===== config.mk =====
export PLATFORM = sky130hd
export DESIGN_NAME = bsel_bay_status
export DESIGN_NICKNAME = d
export VERILOG_FILES = /design/src/include/bsel_pkg.sv /design/src/bsel_bay_status.sv /design/src/bsel_sync3.sv /design/src/bsel_settle_timer.sv
export SDC_FILE = /design/constraint.sdc
export NUM_CORES = 1
export LEC_CHECK = 0
export ABC_AREA = 1
export BUFFER_PORTS_ARGS = -buffer_cell sky130_fd_sc_hd__buf_4
export CAP_MARGIN = 20
export CORE_ASPECT_RATIO = 1.25
export CORE_MARGIN = 2
export CORE_UTILIZATION = 45
export CTS_CLUSTER_SIZE = 40
export DETAILED_ROUTE_END_ITERATION = 12
export MAX_ROUTING_LAYER = met4
export PLACE_DENSITY = 0.67
export SKIP_LAST_GASP = 1
export SYNTH_ARGS = -nofsm -noshare
export SYNTH_HDL_FRONTEND = slang
export SYNTH_SLANG_ARGS = --single-unit

===== constraint.sdc =====
create_clock -name core_clk -period 1.7 [get_ports core_clk]
set_input_delay 0.255 -clock core_clk [delete_from_list [all_inputs] [get_ports core_clk]]
set_output_delay 0.255 -clock core_clk [all_outputs]
set_load 0.01 [all_outputs]

===== src/include/bsel_pkg.sv =====
// constants and types shared by the bay status and event logic
package bsel_pkg;
  // clock rate and the settle-interval step derived from it
  localparam int unsigned CLK_HZ = 10_000_000;
  localparam int unsigned SETTLE_STEP_MS = 500;
  localparam int unsigned SETTLE_STEP_CYCLES = CLK_HZ / 1000 * SETTLE_STEP_MS;
  localparam int SETTLE_W = 4;

  // register byte addresses
  localparam logic [31:0] ADDR_STATUS = 32'h0000_0000;
  localparam logic [31:0] ADDR_CONTROL = 32'h0000_0004;
  localparam logic [31:0] ADDR_CONFIG = 32'h0000_0008;
  localparam logic [31:0] ADDR_CLEAR = 32'h0000_000c;

  // bay_status field positions
  localparam int ST_USB_BIT = 0;
  localparam int ST_FW_BIT = 1;
  localparam int ST_CHG_BIT = 2;
  localparam int ST_REMREQ_BIT = 3;
  localparam int ST_STATE_LSB = 4;
  localparam int ST_LOCK_BIT = 7;
  localparam int ST_FF_LSB = 8;

  // bay_control_enable_reg: enables share the status layout
  localparam int CTL_REQ_LSB = 4;
  localparam logic [31:0] CTL_RESET = 32'h0000_0000;
  localparam logic [31:0] CTL_MASK = 32'h0000_007c;
  localparam logic [SETTLE_W-1:0] CFG_RESET = 4'h0;

  // bay state field codes
  localparam logic [2:0] ST_EMPTY = 3'h0;
  localparam logic [2:0] ST_INSERTED = 3'h1;
  localparam logic [2:0] ST_ENABLED = 3'h2;
  localparam logic [2:0] ST_REM_REQ = 3'h3;
  localparam logic [2:0] ST_REM_OK = 3'h4;
  localparam logic [2:0] ST_DEBOUNCE = 3'h5;

  localparam logic [1:0] RESP_OKAY = 2'h0;
  localparam logic [1:0] RESP_SLVERR = 2'h2;

  typedef enum logic [5:0] {
    BAY_EMPTY = 6'b000001,
    BAY_INSERTED = 6'b000010,
    BAY_ENABLED = 6'b000100,
    BAY_REM_REQ = 6'b001000,
    BAY_REM_OK = 6'b010000,
    BAY_DEBOUNCE = 6'b100000
  } bsel_state_type;
endpackage


===== src/bsel_bay_status.sv =====
// bay status, presence mirror and sticky event logic behind AXI4-Lite
//
// Overview of operation
// - state field shows the real machine state, not the last request
// - only a hardware event moves the bay into the empty state
// - state codes 000..101: empty,inserted,enabled,remreq,remok,debounce
// - button press with a device present sets sticky bit 3
// - button release sets nothing and raises no event
// - interrupt when an event flag and its enable are both set
// - event flags clear only on a written one; zero leaves them
// - removal flag value after reset with device present is free
// - without a button the removal flag reads zero, writes ignored
// - any presence pin change sets sticky bit 2
// - on insertion bit 2 waits for the settle timer to expire
// - settle interval in half-second steps, 0.5 s up to 8.0 s
// - bit 1 is the inverse of the firewire presence pin
// - bit 0 is the inverse of the usb presence pin
//
// Added by the designer: the register offsets and the AXI4-Lite register port.
`timescale 1ns/1ps
module bsel_bay_status import bsel_pkg::*; #(
  parameter bit HAS_BUTTON = 1'b1,
  parameter logic [2:0] FORM_FACTOR = 3'h0,
  parameter int unsigned STEP_CYCLES = SETTLE_STEP_CYCLES
) (
  input wire logic core_clk, // controller clock
  input wire logic rst_n, // async reset, active low
  input wire logic firewire_present_pin_n, // firewire presence
  input wire logic usb_present_pin_n, // usb presence
  input wire logic remove_button_n, // removal button, low = pressed
  input wire logic [31:0] s_axi_awaddr, // write address
  input wire logic s_axi_awvalid, // write address valid
  output logic s_axi_awready, // write address ready
  input wire logic [31:0] s_axi_wdata, // write data
  input wire logic [3:0] s_axi_wstrb, // write byte enables
  input wire logic s_axi_wvalid, // write data valid
  output logic s_axi_wready, // write data ready
  output logic [1:0] s_axi_bresp, // write response
  output logic s_axi_bvalid, // write response valid
  input wire logic s_axi_bready, // write response ready
  input wire logic [31:0] s_axi_araddr, // read address
  input wire logic s_axi_arvalid, // read address valid
  output logic s_axi_arready, // read address ready
  output logic [31:0] s_axi_rdata, // read data
  output logic [1:0] s_axi_rresp, // read response
  output logic s_axi_rvalid, // read data valid
  input wire logic s_axi_rready, // read data ready
  output logic irq // level interrupt
);
  logic [2:0] pins_sync;
  logic [2:0] pins_prev_reg;
  logic fw_present;
  logic usb_present;
  logic any_present;
  logic press_rise;
  logic insert_edge;
  logic remove_edge;
  logic settle_expired;
  bsel_state_type state_reg;
  logic [2:0] state_code;
  logic removal_request_flag;
  logic presence_change_flag;
  logic [31:0] ctl_reg;
  logic [SETTLE_W-1:0] insertion_settle_interval;
  logic [31:0] aw_addr_reg;
  logic aw_held_reg;
  logic [31:0] w_data_reg;
  logic [3:0] w_strb_reg;
  logic w_held_reg;
  logic wr_fire;
  logic [31:0] wr_addr;
  logic wr_ok;
  logic [31:0] clr_bits;
  logic req_write;
  logic [2:0] req_code;

  bsel_sync3 #(
    .WIDTH(3),
    .RESET_VAL(3'b111)
  ) u_sync (
    .core_clk(core_clk),
    .rst_n(rst_n),
    .async_in({remove_button_n, firewire_present_pin_n, usb_present_pin_n}),
    .sync_out(pins_sync)
  );

  always_ff @(posedge core_clk or negedge rst_n) begin
    if (!rst_n) begin
      pins_prev_reg <= 3'b111;
    end else begin
      pins_prev_reg <= pins_sync;
    end
  end

  assign fw_present = !pins_sync[1];
  assign usb_present = !pins_sync[0];
  assign any_present = fw_present || usb_present;
  assign press_rise = HAS_BUTTON && pins_prev_reg[2] && !pins_sync[2];
  assign insert_edge = |(pins_prev_reg[1:0] & ~pins_sync[1:0]);
  assign remove_edge = |(~pins_prev_reg[1:0] & pins_sync[1:0]);

  bsel_settle_timer #(
    .STEP_CYCLES(STEP_CYCLES)
  ) u_timer (
    .core_clk(core_clk),
    .rst_n(rst_n),
    .start(insert_edge),
    .abort(!any_present),
    .interval(insertion_settle_interval),
    .expired(settle_expired)
  );

  // write channel: address and data taken in either order
  assign wr_fire = aw_held_reg && w_held_reg && !s_axi_bvalid;
  assign wr_addr = {aw_addr_reg[31:2], 2'b00};
  assign wr_ok = (wr_addr == ADDR_STATUS) || (wr_addr == ADDR_CONTROL) ||
                 (wr_addr == ADDR_CONFIG) || (wr_addr == ADDR_CLEAR);
  assign req_write = wr_fire && (wr_addr == ADDR_CONTROL) && w_strb_reg[0];
  assign req_code = w_data_reg[CTL_REQ_LSB +: 3];

  always_ff @(posedge core_clk or negedge rst_n) begin
    if (!rst_n) begin
      aw_held_reg <= 1'b0;
      aw_addr_reg <= 32'h0;
      s_axi_awready <= 1'b0;
    end else begin
      s_axi_awready <= !aw_held_reg && !s_axi_awready;
      if (s_axi_awvalid && s_axi_awready) begin
        aw_held_reg <= 1'b1;
        aw_addr_reg <= s_axi_awaddr;
        s_axi_awready <= 1'b0;
      end else if (wr_fire) begin
        aw_held_reg <= 1'b0;
      end
    end
  end

  always_ff @(posedge core_clk or negedge rst_n) begin
    if (!rst_n) begin
      w_held_reg <= 1'b0;
      w_data_reg <= 32'h0;
      w_strb_reg <= 4'h0;
      s_axi_wready <= 1'b0;
    end else begin
      s_axi_wready <= !w_held_reg && !s_axi_wready;
      if (s_axi_wvalid && s_axi_wready) begin
        w_held_reg <= 1'b1;
        w_data_reg <= s_axi_wdata;
        w_strb_reg <= s_axi_wstrb;
        s_axi_wready <= 1'b0;
      end else if (wr_fire) begin
        w_held_reg <= 1'b0;
      end
    end
  end

  always_ff @(posedge core_clk or negedge rst_n) begin
    if (!rst_n) begin
      s_axi_bvalid <= 1'b0;
      s_axi_bresp <= RESP_OKAY;
    end else if (wr_fire) begin
      s_axi_bvalid <= 1'b1;
      s_axi_bresp <= wr_ok ? RESP_OKAY : RESP_SLVERR;
    end else if (s_axi_bready) begin
      s_axi_bvalid <= 1'b0;
    end
  end

  // control and settle configuration; low byte holds every field
  always_ff @(posedge core_clk or negedge rst_n) begin
    if (!rst_n) begin
      ctl_reg <= CTL_RESET;
      insertion_settle_interval <= CFG_RESET;
    end else if (wr_fire && w_strb_reg[0]) begin
      if (wr_addr == ADDR_CONTROL) begin
        ctl_reg <= w_data_reg & CTL_MASK;
      end
      if (wr_addr == ADDR_CONFIG) begin
        insertion_settle_interval <= w_data_reg[SETTLE_W-1:0];
      end
    end
  end

  // one-to-clear through the status word or the clear register
  assign clr_bits = (wr_fire && w_strb_reg[0] &&
                     (wr_addr == ADDR_STATUS || wr_addr == ADDR_CLEAR)) ?
                    w_data_reg : 32'h0;

  // bay state machine; software requests that do not fit are dropped
  always_ff @(posedge core_clk or negedge rst_n) begin
    if (!rst_n) begin
      state_reg <= BAY_EMPTY;
    end else begin
      case (state_reg)
        BAY_EMPTY: begin
          if (any_present) begin
            state_reg <= BAY_DEBOUNCE;
          end
        end
        BAY_DEBOUNCE: begin
          if (settle_expired) begin
            state_reg <= BAY_INSERTED;
          end
        end
        BAY_INSERTED: begin
          if (req_write && req_code == ST_ENABLED) begin
            state_reg <= BAY_ENABLED;
          end
        end
        BAY_ENABLED: begin
          if (press_rise) begin
            state_reg <= BAY_REM_REQ;
          end else if (req_write && req_code == ST_REM_OK) begin
            state_reg <= BAY_REM_OK;
          end
        end
        BAY_REM_REQ: begin
          if (req_write && req_code == ST_REM_OK) begin
            state_reg <= BAY_REM_OK;
          end else if (req_write && req_code == ST_ENABLED) begin
            state_reg <= BAY_ENABLED;
          end
        end
        BAY_REM_OK: begin
          if (req_write && req_code == ST_ENABLED) begin
            state_reg <= BAY_ENABLED;
          end
        end
        default: begin
          state_reg <= BAY_EMPTY;
        end
      endcase
      // empty only on loss of presence
      if (!any_present) begin
        state_reg <= BAY_EMPTY;
      end
    end
  end

  always_comb begin
    case (state_reg)
      BAY_EMPTY: state_code = ST_EMPTY;
      BAY_INSERTED: state_code = ST_INSERTED;
      BAY_ENABLED: state_code = ST_ENABLED;
      BAY_REM_REQ: state_code = ST_REM_REQ;
      BAY_REM_OK: state_code = ST_REM_OK;
      BAY_DEBOUNCE: state_code = ST_DEBOUNCE;
      default: state_code = ST_EMPTY;
    endcase
  end

  // cleared at reset, a present device does not set it
  // a set in the same cycle beats the clear
  always_ff @(posedge core_clk or negedge rst_n) begin
    if (!rst_n) begin
      removal_request_flag <= 1'b0;
    end else if (!HAS_BUTTON) begin
      removal_request_flag <= 1'b0;
    end else if (press_rise && any_present) begin
      removal_request_flag <= 1'b1;
    end else if (clr_bits[ST_REMREQ_BIT]) begin
      removal_request_flag <= 1'b0;
    end
  end

  always_ff @(posedge core_clk or negedge rst_n) begin
    if (!rst_n) begin
      presence_change_flag <= 1'b0;
    end else if (remove_edge || settle_expired) begin
      // removal at once, insertion after settling
      presence_change_flag <= 1'b1;
    end else if (clr_bits[ST_CHG_BIT]) begin
      presence_change_flag <= 1'b0;
    end
  end

  always_ff @(posedge core_clk or negedge rst_n) begin
    if (!rst_n) begin
      irq <= 1'b0;
    end else begin
      irq <= (removal_request_flag && ctl_reg[ST_REMREQ_BIT]) ||
             (presence_change_flag && ctl_reg[ST_CHG_BIT]);
    end
  end

  // read channel, answer one cycle after the address is taken
  always_ff @(posedge core_clk or negedge rst_n) begin
    if (!rst_n) begin
      s_axi_arready <= 1'b0;
      s_axi_rvalid <= 1'b0;
      s_axi_rdata <= 32'h0;
      s_axi_rresp <= RESP_OKAY;
    end else begin
      s_axi_arready <= !s_axi_rvalid && !s_axi_arready;
      if (s_axi_arvalid && s_axi_arready) begin
        s_axi_arready <= 1'b0;
        s_axi_rvalid <= 1'b1;
        s_axi_rresp <= RESP_OKAY;
        s_axi_rdata <= 32'h0;
        case ({s_axi_araddr[31:2], 2'b00})
          ADDR_STATUS: begin
            s_axi_rdata[ST_FF_LSB +: 3] <= FORM_FACTOR;
            s_axi_rdata[ST_LOCK_BIT] <= 1'b0;
            s_axi_rdata[ST_STATE_LSB +: 3] <= state_code;
            s_axi_rdata[ST_REMREQ_BIT] <= removal_request_flag;
            s_axi_rdata[ST_CHG_BIT] <= presence_change_flag;
            s_axi_rdata[ST_FW_BIT] <= fw_present;
            s_axi_rdata[ST_USB_BIT] <= usb_present;
          end
          ADDR_CONTROL: s_axi_rdata <= ctl_reg;
          ADDR_CONFIG: s_axi_rdata[SETTLE_W-1:0] <= insertion_settle_interval;
          ADDR_CLEAR: s_axi_rdata <= 32'h0;
          default: s_axi_rresp <= RESP_SLVERR;
        endcase
      end else if (s_axi_rready) begin
        s_axi_rvalid <= 1'b0;
      end
    end
  end
endmodule // bsel_bay_status


===== src/bsel_sync3.sv =====
// three-stage input synchroniser with agreement filter
`timescale 1ns/1ps
module bsel_sync3 #(
  parameter int WIDTH = 1,
  parameter logic [WIDTH-1:0] RESET_VAL = '0
) (
  input wire logic core_clk, // controller clock
  input wire logic rst_n, // async reset, active low
  input wire logic [WIDTH-1:0] async_in, // raw pin levels
  output logic [WIDTH-1:0] sync_out // filtered level
);
  logic [WIDTH-1:0] s1_reg;
  logic [WIDTH-1:0] s2_reg;
  logic [WIDTH-1:0] s3_reg;

  always_ff @(posedge core_clk or negedge rst_n) begin
    if (!rst_n) begin
      s1_reg <= RESET_VAL;
      s2_reg <= RESET_VAL;
      s3_reg <= RESET_VAL;
    end else begin
      s1_reg <= async_in;
      s2_reg <= s1_reg;
      s3_reg <= s2_reg;
    end
  end

  // a bit changes only once stages two and three agree
  always_ff @(posedge core_clk or negedge rst_n) begin
    if (!rst_n) begin
      sync_out <= RESET_VAL;
    end else begin
      for (int i = 0; i < WIDTH; i++) begin
        if (s2_reg[i] == s3_reg[i]) begin
          sync_out[i] <= s3_reg[i];
        end
      end
    end
  end
endmodule // bsel_sync3


===== src/bsel_settle_timer.sv =====
// insertion settle timer counted in half-second steps
`timescale 1ns/1ps
module bsel_settle_timer import bsel_pkg::*; #(
  parameter int unsigned STEP_CYCLES = SETTLE_STEP_CYCLES
) (
  input wire logic core_clk, // controller clock
  input wire logic rst_n, // async reset, active low
  input wire logic start, // restart the interval
  input wire logic abort, // cancel a running interval
  input wire logic [SETTLE_W-1:0] interval, // steps minus one
  output logic expired // one-cycle pulse at the end
);
  logic [31:0] pre_reg;
  logic [SETTLE_W-1:0] step_reg;
  logic busy_reg;

  always_ff @(posedge core_clk or negedge rst_n) begin
    if (!rst_n) begin
      pre_reg <= 32'h0;
      step_reg <= '0;
      busy_reg <= 1'b0;
      expired <= 1'b0;
    end else begin
      expired <= 1'b0;
      if (start) begin
        busy_reg <= 1'b1;
        pre_reg <= 32'(STEP_CYCLES - 1);
        step_reg <= interval;
      end else if (abort) begin
        busy_reg <= 1'b0;
      end else if (busy_reg) begin
        if (pre_reg != 32'h0) begin
          pre_reg <= pre_reg - 32'h1;
        end else if (step_reg == '0) begin
          busy_reg <= 1'b0;
          expired <= 1'b1;
        end else begin
          step_reg <= step_reg - SETTLE_W'(1);
          pre_reg <= 32'(STEP_CYCLES - 1);
        end
      end
    end
  end
endmodule // bsel_settle_timer


# ---- Yosys cells after proc, flatten, opt, wreduce, memory -nomap -nowiden
# Index checks and enable logic that the tools add are counted.
dict set report classes {
  n_addsub 2
  eq_ne 22
  n_mux 47
  bitwise_logic 4
  n_reduce_logical 56
}
# cell count
set ops {}
lappend ops {{32-bit 2-to-1 mux} 5}
lappend ops {{30-bit by 2-bit == test with 1-bit output (second input constant)} 4}
lappend ops {{30-bit by 1-bit == test with 1-bit output (second input constant)} 2}
lappend ops {{6-bit 2-to-1 mux} 6}
lappend ops {{32-bit zero test} 1}
lappend ops {{32-bit nonzero test} 1}
lappend ops {{32-bit by 1-bit subtractor with 32-bit output (second input constant)} 1}
lappend ops {{30-bit zero test} 1}
lappend ops {{6-bit one-hot mux with 5 select lines} 1}
lappend ops {{1-bit 2-to-1 mux} 24}
lappend ops {{4-bit 2-to-1 mux} 6}
lappend ops {{1-bit logical AND} 18}
lappend ops {{2-bit nonzero test} 8}
lappend ops {{3-bit one-hot mux with 5 select lines} 1}
lappend ops {{4-bit one-hot mux with 3 select lines} 1}
lappend ops {{1-bit zero test} 10}
lappend ops {{1-bit logical OR} 7}
lappend ops {{6-bit by 1-bit == test with 1-bit output (second input constant)} 1}
lappend ops {{6-bit by 2-bit == test with 1-bit output (second input constant)} 1}
lappend ops {{6-bit by 3-bit == test with 1-bit output (second input constant)} 1}
lappend ops {{6-bit by 4-bit == test with 1-bit output (second input constant)} 1}
lappend ops {{6-bit by 5-bit == test with 1-bit output (second input constant)} 1}
lappend ops {{6-bit == test (second input constant)} 1}
lappend ops {{3-bit by 2-bit != test with 1-bit output (second input constant)} 2}
lappend ops {{16 further kinds} 26}
dict set report totals {
  ff_bits 133
  inputBits 110
  out_inout_bits 42
  wordCells 161
}

# ---- Longest topological paths before layout
# Gate-level depths: netlist of the first run.
dict set report depth {
  ltp_word 9
  ltp_mapped 13
  ltp_nobuf 12
}

# ---- Cells and area by module
# A second synthesis of the first run with hierarchy kept.
dict set report hier_totals {
  cells_unflattened 812
  hier_area_um2 6814.0
}
# module instances cells_each area_per_inst_um2 seq_area_each_um2
set by_module_without_submodules {}
lappend by_module_without_submodules {bsel_bay_status 1 380 3694.8 1881.8}
lappend by_module_without_submodules {bsel_settle_timer 1 408 2755.1 950.9}
lappend by_module_without_submodules {bsel_sync3 1 24 364.1 315.3}

# ---- Worst setup path before layout of the first run
# OpenSTA, ideal clock, no wires.
dict set report synth_path {
  path_type {register to register}
  startpoint {register u_timer.pre_reg[0]}
  endpoint {register u_timer.pre_reg[6]}
  setup_ns 0.122
  t_arrival_ns 1.731
  t_required_ns 1.578
  slack_ns -0.153
  stages_incl_launch_ff 13
  n_path_buf 1
  period_less_slack_ns 1.853
  path_cell_list {dfrtp_1 -> inv_1 -> ha_1 -> nand2_2 -> nor2_4 -> nand2_2 -> nor2_4 -> nand4_2 -> nand2_2 -> nand2_4 -> buf_2 -> nand2_1 -> o21ai_1}
}
dict set report synth_between {
  elab_chain_len 5
  elab_cells_between_ends 8
  classes_between {1 x add/sub; 1 x eq/ne; 4 x mux; 2 x reduce/logical}
}
# item line_no
set synth_lines {}
lappend synth_lines {{start, declared} bsel_settle_timer.sv:13} ;# logic [31:0] pre_reg;
lappend synth_lines {{start signal, assigned} bsel_settle_timer.sv:27} ;# pre_reg <= 32'(STEP_CYCLES - 1);
lappend synth_lines {{start signal, assigned} bsel_settle_timer.sv:33} ;# pre_reg <= pre_reg - 32'h1;
lappend synth_lines {{start signal, assigned} bsel_settle_timer.sv:39} ;# pre_reg <= 32'(STEP_CYCLES - 1);
lappend synth_lines {{32-bit by 1-bit subtractor with 32-bit output / 32-bit nonzero test (equally long branches)} {bsel_settle_timer.sv:33, bsel_settle_timer.sv:32}}
lappend synth_lines {{32-bit 2-to-1 mux} bsel_settle_timer.sv:32} ;# if (pre_reg != 32'h0) begin
lappend synth_lines {{32-bit 2-to-1 mux} bsel_settle_timer.sv:31} ;# end else if (busy_reg) begin
lappend synth_lines {{32-bit 2-to-1 mux} bsel_settle_timer.sv:29} ;# end else if (abort) begin
lappend synth_lines {{32-bit 2-to-1 mux} bsel_settle_timer.sv:25} ;# if (start) begin
# Parallel ways exist; a longest one is shown, timed or not. The select of a mux whose other input is x is not followed.
# A chain may end at the register's enable or synchronous reset.

# ---- Final worst setup path of the first run
dict set report layout_path {
  startpoint {register u_timer.pre_reg[7]}
  endpoint {register u_timer.pre_reg[23]}
}
# The elaborated chain is that of the path after synthesis.

==> results_dict.tcl, run 1 <==
set metrics [dict create \
    io_buffers 92 \
    rsz0062_at_grt "true" \
    track_usage_pct 21.2 \
    antenna_left 0 \
    clk_latency_ps 420 \
    die_h_um 138 \
    seqCellArea_sq_um 3150 \
    drc_errors 0 \
    first_iter_violations 259 \
    finalSetupViolCount 35 \
    synth_area_leader_cell "dfrtp_1" \
    peakVddDrop_uv 790 \
    synth_area_leaders "dfrtp_1 (42%), nand2_1 (9.9%), nor2_1 (7.1%)" \
    wl_met2_mm 7.69 \
    cts_tree "done" \
    drive_above_1_share_pct 32.7 \
    grt_pass1_vias 5598 \
    totalWireLength_mm 15.3 \
    fillers 1162 \
    status "complete, but fails checks" \
    yosysMostFrequentCell "nand2_1" \
    hold_path.class "primary input to register" \
    htree_num_levels 4 \
    fin_skew_ps 12.5 \
    syn_inst 775 \
    critPathMaxFanout 12 \
    largest_reg_flops 32 \
    ys_types 42 \
    firstDrtPassIters 5 \
    maxSlewViolCount 0 \
    cp-start-kind "register" \
    syn_area_per_cell_sq_um 8.31 \
    leakage_nw 4.31 \
    crit_path_end_kind "register" \
    coreArea_sq_um 13900 \
    synth-seq-cells 125 \
    crit_start "u_timer.pre_reg[7]" \
    gp_congestion 0.896 \
    rrSetupSlack_ps -110 \
    clockRootBuffer "clkbuf_16" \
    cts-buffers-inserted 17 \
    criticalPathCategory "register to register" \
    detailroute.via_count 5733 \
    worstHoldStart "s_axi_bready" \
    clk_path_buf_depth 2 \
    ios 152 \
    yosys_warnings 0 \
    hold_viol 0 \
    dp_hpwl_mm 10.8 \
    grt_pass1_wl_mm 25.2 \
    dr_wl_met3_um 767 \
    drt-vias-per-instance 4.97 \
    synth_top_area_share_pct 42.4 \
    initial_core_util_pct 46.4 \
    max_cap_violations 0 \
    dieArea_sq_um 15300 \
    path_clk_slew_ps 60 \
    areaGrowthSynthToFinish_pct 36.6 \
    m1WireLength_mm 6.58 \
    yosysSeqAreaShare_pct 48.9 \
    async_reset_ff_share_pct 100 \
    setup_ws_ps -111 \
    netlist_top_cells_count "nand2_1 (170), nor2_1 (121), dfrtp_1 (109)" \
    maxClockFrequency_mhz 552 \
    diodes 0 \
    cellPowerDensity_nw_per_um2 1300 \
    failed_checks "negative setup slack" \
    nets 1079 \
    dieWidth_um 111 \
    synth_edf_count 0 \
    wire_per_inst_um 13.3 \
    ys.flop_type "dfrtp_1" \
    worstReg2RegStart "u_timer.pre_reg[7]" \
    dpl_cell_area_sq_um 7860 \
    grt.overflow.total 0 \
    min_period_ps 1810 \
    final_cell_area_sq_um 8800 \
    cp.arrival_ps 2110 \
    syn_area_sq_um 6440 \
    multi_input_area_sq_um 3020 \
    top_layer "met4" \
    rows 48 \
    numClockSinks 125 \
    grt_max_degree 44 \
    antenna_found_initial 0 \
    holdWs_ps 21.4 \
    required_ps 2000 \
    fin_crit_sh_pct 107 \
]
-- critical path, stage by stage (launching register included) --
cell      delay, ps
dfrtp_1         400
nor2_2          180
nand2_2         100
nor2_4          150
nand2_2          70
nor2_4          150
nand4_4         110
nand2_4         120
nand2_8         100
clkinv_4        110
buf_12          130
o21ai_0          80
-- logic make-up after synthesis --
logic type	Yosys count	synth area share [%]
other	1	0.0582
xor gates and xnor gates	19	2.58
adders and majority gates	6	1.05
buffers and inverters	115	8.76
AOI/OAI and AO/OA	69	5.77
DFF	125	48.9
muxes	31	5.42
and+or+nand+nor	409	27.5
-- power breakdown --
group,leakage [nW],switching (W),total [W],internal [W]
Clock,0.276,0.00149,0.00355,0.00206
Sequential,1.50,0.000532,0.00436,0.00383
Combinational,2.53,0.00182,0.00351,0.00169
-- cell usage in the layout (no fill, tap or decap), types with 10 or more instances in the layout --
master	netlist	routed
buf_4	28	171
dfrtp_1	109	109
nand2_1	170	161
clkbuf_16	0	18
mux2_2	31	31
nor2_2	3	16
conb_1	1	27
nand3_1	60	58
nand4_1	24	24
nor2_1	121	103
a21oi_1	12	12
o21ai_1	17	21
o21ai_0	30	21
xor2_1	15	15
inv_1	70	67
nor3_1	12	10
dfstp_2	16	16
-- final cells by class --
| cell class | instances | area share, % |
|---|---|---|
| Clock inverter | 14 | 1.64 |
| Timing Repair Buffer | 188 | 17.8 |
| Clock buffer | 18 | 4.88 |
| Multi-Input combinational cell | 561 | 34.3 |
| Inverter | 73 | 3.17 |
| Tap cell | 175 | 2.49 |
| Sequential cell | 125 | 35.8 |
-- path summary, 6_finish.rpt --
| kind | to | cells past startpoint |
|---|---|---|
| setup / recovery | u_timer.pre_reg[23] | 11 |
| hold reg to reg | u_sync.s2_reg[2] | 0 |
| max in group asynchronous | u_sync.s1_reg[1] | 3 |
| min in group asynchronous | aw_addr_reg[25] | 2 |
| hold / removal | s_axi_bvalid | 2 |
| setup reg to reg | u_timer.pre_reg[23] | 11 |
-- timing repair --
action / 4_1_cts / 5_1_grt
gates resized for setup: 18 / 47
buffers inserted: 7 / 4
setup endpoints to repair: 37 / 53
endpoints found under the hold margin: 20 / 0
cloned: 1 / 1
hold buffers: 4 / 0
pin swaps: 9 / 17
-- through the flow --
stage | TNS [ps] | std cells | total power, W | utilization (%) | worst slack, ps
floorplan | 0 | 801 | 0.00638 | - | 0.602
global placement | -307 | 1105 | 0.00745 | 56.6 | -31.3
detailed placement | -1620 | 1105 | 0.00753 | 56.6 | -84.0
CTS | -335 | 1149 | 0.0112 | 62.0 | -50.3
global route | -6840 | 1154 | 0.0121 | 63.4 | -216
finish | -2610 | 1154 | 0.0114 | 63.4 | -111
-- layer usage --
layer	track usage (%)	vias to the layer above
li1	-	2857
met1	24.4	2690
met2	36.5	163
met3	4.66	23
met4	8.06	0
met5	-	-
No activity file was read; power rests on OpenSTA's default activity.
==> run 2: changes to the inputs <==
--- a/config.mk
+++ b/config.mk
@@ -14,7 +14,7 @@
 export CTS_CLUSTER_SIZE = 40
 export DETAILED_ROUTE_END_ITERATION = 12
 export MAX_ROUTING_LAYER = met4
-export PLACE_DENSITY = 0.67
+export PLACE_DENSITY_LB_ADDON = 0.1
 export SKIP_LAST_GASP = 1
 export SYNTH_ARGS = -nofsm -noshare
 export SYNTH_HDL_FRONTEND = slang
==> run 2 against run 1 <==
  * The run still ends with negative setup slack left
  * Count of clock-buffer cells in the layout grew 2
  * Combinational power up 5.7%
  * Sequential power barely moved
  * Largest cell class unchanged
==> results_dict.tcl, run 2 (synthesis results as in run 1) <==
set metrics [dict create \
    status "complete, but fails checks" \
    failed_checks "negative setup slack" \
    first_iter_violations 322 \
    criticalPathCategory "register to register" \
    detailroute.via_count 5824 \
    reg2regPathDepth 11 \
    fillers 1204 \
    min_period_ps 1780 \
    coreArea_sq_um 13900 \
    leakage_nw 4.41 \
    crit_chain "inv_1, ha_1, nand3_1, inv_1, nand4_4, nand2_4, nand2_8, inv_8, buf_8, nand2_1, nand2_1" \
    drc_errors 0 \
    ios 152 \
    maxClockFrequency_mhz 563 \
    gp_congestion 0.918 \
    path_clk_slew_ps 60 \
    maxSlewViolCount 0 \
    max_cap_violations 0 \
    rows 48 \
    setup_tns_ps -1750 \
    wire_per_inst_um 14.2 \
    drive_above_1_share_pct 35.8 \
    htree_num_levels 4 \
    track_usage_pct 22.1 \
    multi_input_area_sq_um 3140 \
    whs_path_depth 2 \
    cpPeakStageDelay_ps 390 \
    dieWidth_um 111 \
    clockRootBuffer "clkbuf_16" \
    hold_viol 0 \
    worstHoldStart "s_axi_bready" \
    cp-start-kind "register" \
    die_h_um 138 \
    nets 1077 \
    crit_path_end_kind "register" \
    grt_pass1_vias 5638 \
    firstDrtPassIters 7 \
    fin_skew_ps 7.87 \
    hold_path.class "primary input to register" \
    grt_max_degree 64 \
    dp_hpwl_mm 11.6 \
    totalWireLength_mm 16.3 \
    required_ps 2060 \
    initial_core_util_pct 46.4 \
    drt-vias-per-instance 5.06 \
    layout_common_cells "buf_4 (168), nand2_1 (139), dfrtp_1 (109)" \
    cellPowerDensity_nw_per_um2 1320 \
    rrSetupSlack_ps -80 \
    mostFrequentLayoutCell "buf_4" \
    areaGrowthSynthToFinish_pct 39.3 \
    finalSetupViolCount 31 \
    holdWs_ps 22.3 \
    antenna_found_initial 0 \
    diodes 0 \
    rsz0062_at_grt "true" \
    reg2reg_to "u_timer.pre_reg[18]" \
    antenna_left 0 \
    setup_ws_ps -76.6 \
    peakVddDrop_uv 997 \
    worstReg2RegStart "u_timer.step_reg[1]" \
    cts_tree "done" \
    seqCellArea_sq_um 3150 \
    grt_pass1_wl_mm 26.2 \
    final_util_pct 64.7 \
    crit_path_top_delay_cell "dfrtp_1" \
    dieArea_sq_um 15300 \
    clk_path_buf_depth 2 \
    io_buffers 92 \
    numClockSinks 125 \
    grt.overflow.total 0 \
    whs_endpoint "s_axi_bvalid" \
    cts-buffers-inserted 17 \
    fin_crit_sh_pct 105 \
    cp.arrival_ps 2130 \
    largest_reg_flops 32 \
    clk_latency_ps 420 \
    critPathMaxFanout 8 \
]
[run 2: layout make-up]
type,instances,area share (%)
Sequential cell,125,35.1
Multi-Input combinational cell,561,35.0
Timing Repair Buffer,186,17.5
Clock buffer,20,5.09
Inverter,73,3.14
Tap cell,175,2.44
Clock inverter,12,1.76
[run 2: worst max path at each step]
| stage | start | endpoint | slack, ps |
|---|---|---|---|
| floorplan | u_timer.pre_reg[1] | u_timer.pre_reg[18] | 0.6 |
| global placement | u_timer.pre_reg[15] | u_timer.pre_reg[9] | -60 |
| detailed placement | u_timer.pre_reg[15] | u_timer.pre_reg[20] | -100 |
| CTS | u_timer.pre_reg[1] | u_timer.pre_reg[25] | -50 |
| global route | u_timer.pre_reg[2] | u_timer.pre_reg[31] | -220 |
| finish | u_timer.step_reg[1] | u_timer.pre_reg[18] | -80 |
[run 2: timing repair]
item | 4_1_cts | 5_1_grt
setup endpoints to repair | 39 | 52
hold buffers | 4 | 0
endpoints found under the hold margin | 112 | 0
pin swaps | 3 | 24
gates resized for setup | 19 | 89
cloned | 0 | 5
buffers inserted | 4 | 3
[run 2: stage by stage]
step / total power (W) / cell area (sq um) / cells / setup WS [ps]
2_1_floorplan: 0.00638 / 6570 / 801 / 0.602
3_3_place_gp: 0.00746 / 7820 / 1104 / -57.8
3_5_place_dp: 0.00764 / 7820 / 1104 / -102
4_1_cts: 0.0115 / 8560 / 1144 / -46.5
5_1_grt: 0.0126 / 8970 / 1152 / -217
6_report: 0.0118 / 8970 / 1152 / -76.6
[run 2: critical path, delay by kind of cell, from the launching register on]
family / cells / cell delay, ps
fa+ha+maj: 1 / 170
buf+inv: 4 / 530
flops: 1 / 390
simple gates: 6 / 620
[run 2: metal layers]
metal	vias to the layer above	share of wire (%)	GRT usage [%]
li1	2860	-	-
met1	2780	40	24.6
met2	152	53	39.0
met3	32	4.3	5.15
met4	0	2.3	8.13
met5	-	0	-
[run 2: report_power, final]
| group | internal (W) | leakage (nW) | switching [W] |
|---|---|---|---|
| registers | 0.00383 | 1.50 | 0.000559 |
| clock network | 0.00239 | 0.293 | 0.00135 |
| logic | 0.00178 | 2.62 | 0.00193 |
